--- config.mk ---
export PLATFORM = sky130hd
export DESIGN_NAME = pss_device_flat
export DESIGN_NICKNAME = d
export VERILOG_FILES = /design/src/design/pss_pkg.sv /design/src/design/pss_link_if.sv /design/src/design/pss_device.sv /design/src/flat_wrapper.sv
export SDC_FILE = /design/constraint.sdc
export NUM_CORES = 1
export LEC_CHECK = 0
export BUFFER_PORTS_ARGS = -buffer_cell sky130_fd_sc_hd__clkbuf_2
export CORE_MARGIN = 8
export CORE_UTILIZATION = 45
export CTS_CLUSTER_SIZE = 16
export DETAILED_ROUTE_END_ITERATION = 10
export PLACE_DENSITY = 0.71
export SYNTH_ARGS = -nofsm -noshare
export SYNTH_HDL_FRONTEND = slang
export SYNTH_SLANG_ARGS = --single-unit
--- constraint.sdc ---
create_clock -name sys_clk_in -period 2 [get_ports sys_clk_in]
set_clock_uncertainty 0.2 [all_clocks]
set_input_delay 0.2 -clock sys_clk_in [delete_from_list [all_inputs] [get_ports sys_clk_in]]
set_output_delay 0.2 -clock sys_clk_in [all_outputs]
set_load 0.05 [all_outputs]
--- src/design/pss_pkg.sv ---
/*
  Shared constants and types for the power-state and lock-status register block and its controller.
  Assumes a single 125 MHz clock and an active-low asynchronous reset on both ends.
*/
//
// Notes on behaviour
// bit 4 reports reset-extension select
// bits 7:5 one-hot operating state code
// reset state ignores commands, returns zero
// off state holds no register content
// latch bit 3, set 0xAA, clear 0x55
// power-on keeps latch unless battery lost
// regulator overvoltage forces latch to one
// off with wake high: restart gated by latch
// config protect set by key, exit, selftest
// config protect cleared only in diagnostic
// selftest protect set by key, exit, selftest
// clear selftest protect in active states
// control protect set by key, exit, selftest
// clear-control clears both control flags
// protected registers ignore host writes
// wrong key or state changes nothing
`default_nettype none
package pss_pkg;
  // operating state codes
  localparam logic [2:0] PSS_ST_NONE = 3'h0;
  localparam logic [2:0] PSS_ST_DIAG = 3'h1;
  localparam logic [2:0] PSS_ST_ACTIVE = 3'h2;
  localparam logic [2:0] PSS_ST_SAFE = 3'h4;
  // status register field positions
  localparam int PSS_BIT_STATE_LO = 5;
  localparam int PSS_BIT_EXT_SEL = 4;
  localparam int PSS_BIT_AUTOSTART = 3;
  localparam int PSS_BIT_CFG_PROT = 2;
  localparam int PSS_BIT_BIST_PROT = 1;
  localparam int PSS_BIT_CTRL_PROT = 0;
  // reset values of the protect flags and latch
  localparam logic PSS_RST_PROT = 1'b1;
  localparam logic PSS_RST_AUTOSTART = 1'b0;
  // keys
  localparam logic [7:0] PSS_KEY_55 = 8'h55;
  localparam logic [7:0] PSS_KEY_AA = 8'hAA;
  // command codes on the link (arbitrary encoding)
  typedef enum logic [3:0] {
    PSS_CMD_READ_STATUS = 4'h0,
    PSS_CMD_SET_AUTOSTART_DIS = 4'h1,
    PSS_CMD_CLR_AUTOSTART_DIS = 4'h2,
    PSS_CMD_SET_CFG_PROT = 4'h3,
    PSS_CMD_CLR_CFG_PROT = 4'h4,
    PSS_CMD_SET_CTRL_PROT = 4'h5,
    PSS_CMD_CLR_CTRL_PROT = 4'h6,
    PSS_CMD_WR_CFG = 4'h7,
    PSS_CMD_WR_CTRL = 4'h8,
    PSS_CMD_WR_BIST = 4'h9,
    PSS_CMD_RD_CFG = 4'hA,
    PSS_CMD_RD_CTRL = 4'hB,
    PSS_CMD_RD_BIST = 4'hC
  } pss_cmd_t;
  // controller APB register offsets
  localparam logic [11:0] PSS_OFF_CMD = 12'h000;
  localparam logic [11:0] PSS_OFF_DATA = 12'h004;
  localparam logic [11:0] PSS_OFF_STAT = 12'h008;
  localparam logic [11:0] PSS_OFF_RESP = 12'h00C;
  localparam int PSS_STAT_BUSY = 0;
endpackage : pss_pkg
`default_nettype wire

--- src/design/pss_link_if.sv ---
/*
  Command link between the controller and the status device.
  Assumes both ends share sys_clk_in; one-cycle req pulse, one-cycle ack pulse.
*/
`default_nettype none
interface pss_link_if;
  import pss_pkg::*;
  logic req;
  pss_cmd_t cmd;
  logic [7:0] wdata;
  logic ack;
  logic [7:0] rdata;
  modport ctrl (output req, output cmd, output wdata, input ack, input rdata);
  modport dev (input req, input cmd, input wdata, output ack, output rdata);
endinterface : pss_link_if
`default_nettype wire

--- src/design/pss_device.sv ---
/*
  Status and lock register bank of the power device: state code, protect flags, auto-restart latch,
  and the guarded configuration, control and self-test control registers.
  Assumes the power state machine drives the state and event inputs on sys_clk_in.
*/
// Register access over APB and the register offsets are this design's own decisions.
`default_nettype none
module pss_device
  import pss_pkg::*;
(
  input wire logic sys_clk_in,
  input wire logic reset_n_in,
  pss_link_if.dev link,
  input wire logic [2:0] state_code_in,
  input wire logic in_reset_state_in,
  input wire logic in_off_state_in,
  input wire logic ext_select_in,
  input wire logic battery_lost_in,
  input wire logic regulator_ov_in,
  input wire logic selftest_done_in,
  input wire logic wake_in,
  output logic restart_out,
  output logic [7:0] config_reg_out,
  output logic [7:0] control_reg_out,
  output logic [7:0] selftest_ctrl_out,
  output logic [7:0] status_out
);
  import pss_pkg::*;
  ////////////////////////////////////////////////////////////////
  logic [2:0] state_r, state_nxt;
  logic autostart_r, autostart_nxt;
  logic cfg_p_r, cfg_p_nxt;
  logic bist_p_r, bist_p_nxt;
  logic ctrl_p_r, ctrl_p_nxt;
  // three guarded registers stand in for the protected register groups
  logic [7:0] cfg_r, cfg_nxt;
  logic [7:0] ctl_r, ctl_nxt;
  logic [7:0] bst_r, bst_nxt;
  logic ack_r, ack_nxt;
  logic [7:0] rd_r, rd_nxt;
  logic wake_q_r, wake_q_nxt;
  logic restart_r, restart_nxt;
  logic batt_seen_r, batt_seen_nxt;
  logic in_diag;
  logic in_run;
  logic left_diag;
  logic left_run;
  logic key55;
  logic keyaa;
  logic [7:0] stat;
  // status leaves through a flop so the output never glitches with the event inputs
  logic [7:0] stat_r, stat_nxt;
  ////////////////////////////////////////////////////////////////

  function automatic logic is_run(input logic [2:0] s);
    is_run = (s == PSS_ST_DIAG) || (s == PSS_ST_ACTIVE) || (s == PSS_ST_SAFE);
  endfunction : is_run

  always_comb
  begin
    in_diag = (state_code_in == PSS_ST_DIAG);
    in_run = is_run(state_code_in);
    left_diag = (state_r == PSS_ST_DIAG) && !in_diag;
    left_run = is_run(state_r) && !in_run;
    key55 = (link.wdata == PSS_KEY_55);
    keyaa = (link.wdata == PSS_KEY_AA);
    stat = '0;
    stat[PSS_BIT_STATE_LO +: 3] = state_r;
    stat[PSS_BIT_EXT_SEL] = ext_select_in;
    stat[PSS_BIT_AUTOSTART] = autostart_r;
    stat[PSS_BIT_CFG_PROT] = cfg_p_r;
    stat[PSS_BIT_BIST_PROT] = bist_p_r;
    stat[PSS_BIT_CTRL_PROT] = ctrl_p_r;
  end

  ////////////////////////////////////////////////////////////////
  always_comb
  begin
    state_nxt = state_code_in;
    autostart_nxt = autostart_r;
    cfg_p_nxt = cfg_p_r;
    bist_p_nxt = bist_p_r;
    ctrl_p_nxt = ctrl_p_r;
    cfg_nxt = cfg_r;
    ctl_nxt = ctl_r;
    bst_nxt = bst_r;
    ack_nxt = 1'b0;
    rd_nxt = rd_r;
    wake_q_nxt = wake_in;
    restart_nxt = 1'b0;
    batt_seen_nxt = batt_seen_r | battery_lost_in;
    stat_nxt = stat;
    if (link.req)
    begin
      ack_nxt = 1'b1;
      rd_nxt = 8'h00;
      if (!in_reset_state_in && !in_off_state_in)
      begin
        // unknown command codes answer zero and change nothing
        unique case (link.cmd)
          PSS_CMD_READ_STATUS: rd_nxt = stat;
          PSS_CMD_SET_AUTOSTART_DIS: if (keyaa) autostart_nxt = 1'b1;
          PSS_CMD_CLR_AUTOSTART_DIS: if (key55) autostart_nxt = 1'b0;
          PSS_CMD_SET_CFG_PROT: if (key55 && in_diag) cfg_p_nxt = 1'b1;
          PSS_CMD_CLR_CFG_PROT: if (keyaa && in_diag) cfg_p_nxt = 1'b0;
          PSS_CMD_SET_CTRL_PROT:
            if (key55 && in_run)
            begin
              bist_p_nxt = 1'b1;
              ctrl_p_nxt = 1'b1;
            end
          PSS_CMD_CLR_CTRL_PROT:
            if (keyaa && in_run)
            begin
              bist_p_nxt = 1'b0;
              ctrl_p_nxt = 1'b0;
            end
          PSS_CMD_WR_CFG: if (!cfg_p_r) cfg_nxt = link.wdata;
          PSS_CMD_WR_CTRL: if (!ctrl_p_r) ctl_nxt = link.wdata;
          PSS_CMD_WR_BIST: if (!bist_p_r) bst_nxt = link.wdata;
          PSS_CMD_RD_CFG: rd_nxt = cfg_r;
          PSS_CMD_RD_CTRL: rd_nxt = ctl_r;
          PSS_CMD_RD_BIST: rd_nxt = bst_r;
          default: rd_nxt = 8'h00;
        endcase
      end
    end
    // hardware sets win over a command clear in the same cycle
    if (left_diag || selftest_done_in)
    begin
      cfg_p_nxt = 1'b1;
      ctrl_p_nxt = 1'b1;
    end
    if (left_run || selftest_done_in)
      bist_p_nxt = 1'b1;
    if (regulator_ov_in)
      autostart_nxt = 1'b1;
    if (in_off_state_in)
    begin
      // digital core is dark: registers back to power-on values
      state_nxt = PSS_ST_NONE;
      cfg_p_nxt = PSS_RST_PROT;
      bist_p_nxt = PSS_RST_PROT;
      ctrl_p_nxt = PSS_RST_PROT;
      cfg_nxt = 8'h00;
      ctl_nxt = 8'h00;
      bst_nxt = 8'h00;
      rd_nxt = 8'h00;
      // latch survives, except after battery loss on all supplies
      if (batt_seen_r)
        autostart_nxt = PSS_RST_AUTOSTART;
      batt_seen_nxt = 1'b0;
      if (wake_in && (!autostart_r || !wake_q_r))
        restart_nxt = 1'b1;
    end
  end

  ////////////////////////////////////////////////////////////////
  always_ff @(posedge sys_clk_in or negedge reset_n_in)
  begin
    if (!reset_n_in)
    begin
      state_r <= PSS_ST_NONE;
      autostart_r <= PSS_RST_AUTOSTART;
      cfg_p_r <= PSS_RST_PROT;
      bist_p_r <= PSS_RST_PROT;
      ctrl_p_r <= PSS_RST_PROT;
      cfg_r <= 8'h00;
      ctl_r <= 8'h00;
      bst_r <= 8'h00;
      ack_r <= 1'b0;
      rd_r <= 8'h00;
      // low like an idle wake pin; a wake held high through reset reads as a rising edge
      wake_q_r <= 1'b0;
      restart_r <= 1'b0;
      batt_seen_r <= 1'b0;
      // flags and latch at power-on values; ext select is not known yet
      stat_r <= {3'h0, 1'h0, PSS_RST_AUTOSTART, PSS_RST_PROT, PSS_RST_PROT, PSS_RST_PROT};
    end
    else
    begin
      state_r <= state_nxt;
      autostart_r <= autostart_nxt;
      cfg_p_r <= cfg_p_nxt;
      bist_p_r <= bist_p_nxt;
      ctrl_p_r <= ctrl_p_nxt;
      cfg_r <= cfg_nxt;
      ctl_r <= ctl_nxt;
      bst_r <= bst_nxt;
      ack_r <= ack_nxt;
      rd_r <= rd_nxt;
      wake_q_r <= wake_q_nxt;
      restart_r <= restart_nxt;
      batt_seen_r <= batt_seen_nxt;
      stat_r <= stat_nxt;
    end
  end

  assign link.ack = ack_r;
  assign link.rdata = rd_r;
  assign restart_out = restart_r;
  assign config_reg_out = cfg_r;
  assign control_reg_out = ctl_r;
  assign selftest_ctrl_out = bst_r;
  assign status_out = stat_r;
endmodule : pss_device
`default_nettype wire

--- src/flat_wrapper.sv ---
// flat-port wrapper written by rule: the top's interface ports become plain ports
module pss_device_flat import pss_pkg::*;
  (sys_clk_in, reset_n_in, state_code_in, in_reset_state_in, in_off_state_in, ext_select_in, battery_lost_in, regulator_ov_in, selftest_done_in, wake_in, restart_out, config_reg_out, control_reg_out, selftest_ctrl_out, status_out, link_req, link_cmd, link_wdata, link_ack, link_rdata);
  pss_link_if link_i ();
  input wire logic sys_clk_in;
  input wire logic reset_n_in;
  input wire logic [2:0] state_code_in;
  input wire logic in_reset_state_in;
  input wire logic in_off_state_in;
  input wire logic ext_select_in;
  input wire logic battery_lost_in;
  input wire logic regulator_ov_in;
  input wire logic selftest_done_in;
  input wire logic wake_in;
  output logic restart_out;
  output logic [7:0] config_reg_out;
  output logic [7:0] control_reg_out;
  output logic [7:0] selftest_ctrl_out;
  output logic [7:0] status_out;
  input wire logic [$bits(link_i.req)-1:0] link_req;
  input wire logic [$bits(link_i.cmd)-1:0] link_cmd;
  input wire logic [$bits(link_i.wdata)-1:0] link_wdata;
  output wire logic [$bits(link_i.ack)-1:0] link_ack;
  output wire logic [$bits(link_i.rdata)-1:0] link_rdata;
  assign link_i.req = link_req;
  assign link_i.cmd = link_cmd;
  assign link_i.wdata = link_wdata;
  assign link_ack = link_i.ack;
  assign link_rdata = link_i.rdata;
  pss_device u_core (.sys_clk_in(sys_clk_in), .reset_n_in(reset_n_in), .link(link_i), .state_code_in(state_code_in), .in_reset_state_in(in_reset_state_in), .in_off_state_in(in_off_state_in), .ext_select_in(ext_select_in), .battery_lost_in(battery_lost_in), .regulator_ov_in(regulator_ov_in), .selftest_done_in(selftest_done_in), .wake_in(wake_in), .restart_out(restart_out), .config_reg_out(config_reg_out), .control_reg_out(control_reg_out), .selftest_ctrl_out(selftest_ctrl_out), .status_out(status_out));
endmodule
==> flow_metrics.env <==
export IMPL_htree_levels=2
export IMPL_crit_chain="dlygate4sd3_1, clkbuf_2, nand2b_4, or4_4, buf_4, mux2i_1, nor2_1"
export IMPL_peakVddDrop_mv=0.4293
export IMPL_min_path_type="in2reg"
export IMPL_clockBufferDepth=2
export IMPL_max_freq_mhz=519.5
export IMPL_fin_setup_tns_ps=0
export IMPL_synth_edf_count=0
export IMPL_worstPathRequired_ps=2000
export IMPL_synth_top_cells_by_area="dfrtp_1 (48%), mux2i_1 (10%), dfstp_2 (6.7%)"
export IMPL_cp_arrival_ps=1920
export IMPL_syn_num_nets=231
export IMPL_p_per_area_nw_per_um2=624.7
export IMPL_fin_nets=323
export IMPL_syn_to_final_growth_pct=31.24
export IMPL_syn_avg_cell_area_um2=11.39
export IMPL_power_mw=1.924
export IMPL_dieHeight_um=88.22
export IMPL_syn_area_um2=2347
export IMPL_holdWs_ps=2.407
export IMPL_fin_ws_ps=75.03
export IMPL_clock_latency_ps=310
export IMPL_cts_setup_buffers=0
export IMPL_grt_pass1_vias=2175
export IMPL_maxSlewHeadroom_pct=73.25
export IMPL_cts_buffers=5
export IMPL_synth_warnings=0
export IMPL_yosysTopAreaCellShare_pct=47.97
export IMPL_die_w_um=88.22
export IMPL_drcViolationCount=0
export IMPL_dieArea_um2=7783
export IMPL_status="finished clean"
export IMPL_drive_gt1_share_pct=35.79
export IMPL_worstMarginPinSlew_ps=401.2
export IMPL_cts_num_sinks=51
export IMPL_dpl_cell_area_um2=2836
export IMPL_wl_um=6406
export IMPL_row_count=26
export IMPL_diodes=0
export IMPL_endpoint_kind="flop"
export IMPL_grt_pass1_wl_um=10480
export IMPL_dp_hpwl_um=4686
export IMPL_syn_inst=206
export IMPL_synth_seq_cells=51
export IMPL_io_pins=67
export IMPL_synth_largest_area_cell="dfrtp_1"
export IMPL_grt_usage_pct=17.43
export IMPL_start_util_pct=46.25
export IMPL_min_period_ps=1925
export IMPL_drt_iter0_markers=122
export IMPL_p_leak_nw=1.564
export IMPL_max_stage_delay_ps=530
export IMPL_async_flop_share_pct=100.0
export IMPL_firstDrtPassIters=5
export IMPL_fillers=448
export IMPL_slew_violations=0
export IMPL_final_instance_count_excl_fill=369
export IMPL_vias=2027
export IMPL_cts_tree="done"
export IMPL_drv_cap=0
export IMPL_ant_nets=0
export IMPL_gp_congestion=0.8270
export IMPL_synth_flop_cell="dfrtp_1"
export IMPL_cp_start_kind="input port"
export IMPL_synth_cell_types=44
export IMPL_grt_setup_unrepaired="no"
export IMPL_cpMaxStageDelayCell="dlygate4sd3_1"
export IMPL_fin_area_um2=3080
export IMPL_setup_viol=0
export IMPL_core_area_um2=5075
export IMPL_viasPerCell=5.493
export IMPL_antenna_found_initial=0
export IMPL_root_buffer="clkbuf_8"
export IMPL_clk_pin_slew_ps=90
export IMPL_grt_max_degree=52
export IMPL_grt_overflow=0
export IMPL_criticalPathCategory="in2reg"
export IMPL_pre_cts_slack_ps=135.7
export IMPL_seq_area_frac_synth_pct=54.69
export IMPL_wl_per_cell_um=17.36
export IMPL_cp_num_buf_inv=3
export IMPL_port_buffers=66
export IMPL_fin_crit_sh_pct=96.25
export IMPL_worst_path_max_fanout=7
export IMPL_placed_cells_incl_taps=348
export IMPL_post_route_util_pct=60.70
export IMPL_timing_final_hold_violations=0
export IMPL_critPathTopFamily="buffers and inverters"
==> cells in the final DEF, fill, tap and decap left out, drive strengths merged, types with 2 or more instances in the layout <==
cell | synthesis | routed
nand4 | 2 | 2
or3 | 2 | 2
and4bb | 2 | 2
or4bb | 2 | 2
o21ai | 11 | 11
clkbuf | 3 | 72
nand2b | 5 | 5
nand2 | 11 | 11
dfstp | 6 | 6
a222oi | 8 | 8
nor2b | 3 | 3
inv | 3 | 3
dlygate4sd3 | 0 | 13
buf | 6 | 15
nor3 | 6 | 6
nor2 | 36 | 36
a22o | 7 | 7
o21a | 2 | 2
a31oi | 3 | 3
mux2i | 24 | 24
dfrtp | 45 | 45
a31o | 2 | 2
==> cells in the mapped netlist (2+ instances only) <==
cell type	count
dfrtp_1	45
nor2_1	36
mux2i_1	24
nand2_1	10
o21ai_0	10
a222oi_1	8
a22o_1	7
dfstp_2	6
nor3_1	6
a31oi_1	3
clkbuf_1	3
inv_1	3
nand2b_4	3
nor2b_1	3
a31o_2	2
and4bb_2	2
buf_1	2
buf_6	2
nand2b_1	2
nand4_1	2
o21a_1	2
or3_1	2
or4bb_1	2
==> path summary, 6_finish.rpt <==
check	from	end	slack (ps)	cells past startpoint
worst max-delay path	in_reset_state_in	u_core.selftest_ctrl_out[5]	80	7
worst min-delay path	link_wdata[5]	u_core.config_reg_out[5]	2	3
min in group asynchronous	reset_n_in	u_core.state_r[2]	210	3
worst min register to register	u_core.ctrl_p_r	u_core.status_out[0]	200	0
max in group asynchronous	reset_n_in	u_core.status_out[2]	1110	3
worst max register to register	u_core.ctrl_p_r	u_core.control_reg_out[6]	330	4
==> worst register-to-register path, stage by stage, from the launching register on <==
cell,delay [ps]
dfstp_2,400
or3_1,310
or3_4,420
mux2i_1,180
nor2_1,60
==> power breakdown <==
part / total [mW] / switching [mW] / internal [mW]
clock network: 0.624 / 0.342 / 0.283
registers: 1.06 / 0.0125 / 1.05
logic: 0.239 / 0.148 / 0.0912
total: 1.92 / 0.502 / 1.42
==> layer usage <==
layer,up-vias,track usage (%),routed length (um)
li1,943,-,-
met1,992,22.30,2856
met2,79,28.04,2984
met3,13,5.107,473
met4,0,4.608,91
met5,-,0,0
==> kinds of logic (layout without fill, tap and decap cells) <==
logic type                 count (synthesis)  in the layout  synth area share [%]
AOI/OAI and AO/OA                         39             39                 12.85
xor gates and xnor gates                   1              1                0.3732
adders and majority gates                  1              1                0.4265
buffers and inverters                     12            105                 2.772
DFF                                       51             51                 54.69
muxes                                     24             24                 10.23
and+or+nand+nor                           78             78                 18.66
==> what timing repair did <==
item	4_1_cts	5_1_grt
setup endpoints to repair	0	8
hold buffers	13	0
gates resized for setup	0	4
hold endpoints to repair	66	0
==> registers in the layout (all words and copies together), names as in the netlist <==
signal,cells
u_core.cfg_p_r,1
u_core.ctrl_p_r,1
u_core.restart_out,1
u_core.link.rdata,8
u_core.link.ack,1
u_core.control_reg_out,8
u_core.batt_seen_r,1
u_core.state_r,3
u_core.bist_p_r,1
u_core.autostart_r,1
u_core.wake_q_r,1
u_core.config_reg_out,8
u_core.status_out,8
u_core.selftest_ctrl_out,8
==> final cells by class <==
| type | instances | area [um^2] | area share (%) |
|---|---|---|---|
| Tap cell | 70 | 87.58 | 2.843 |
| Inverter | 3 | 11.26 | 0.3656 |
| Timing Repair Buffer | 94 | 589.3 | 19.13 |
| Sequential cell | 51 | 1284 | 41.67 |
| Clock inverter | 2 | 16.27 | 0.5280 |
| Multi-Input combinational cell | 143 | 1010 | 32.78 |
| Clock buffer | 6 | 82.58 | 2.681 |
(Power assumes the default switching activity.)
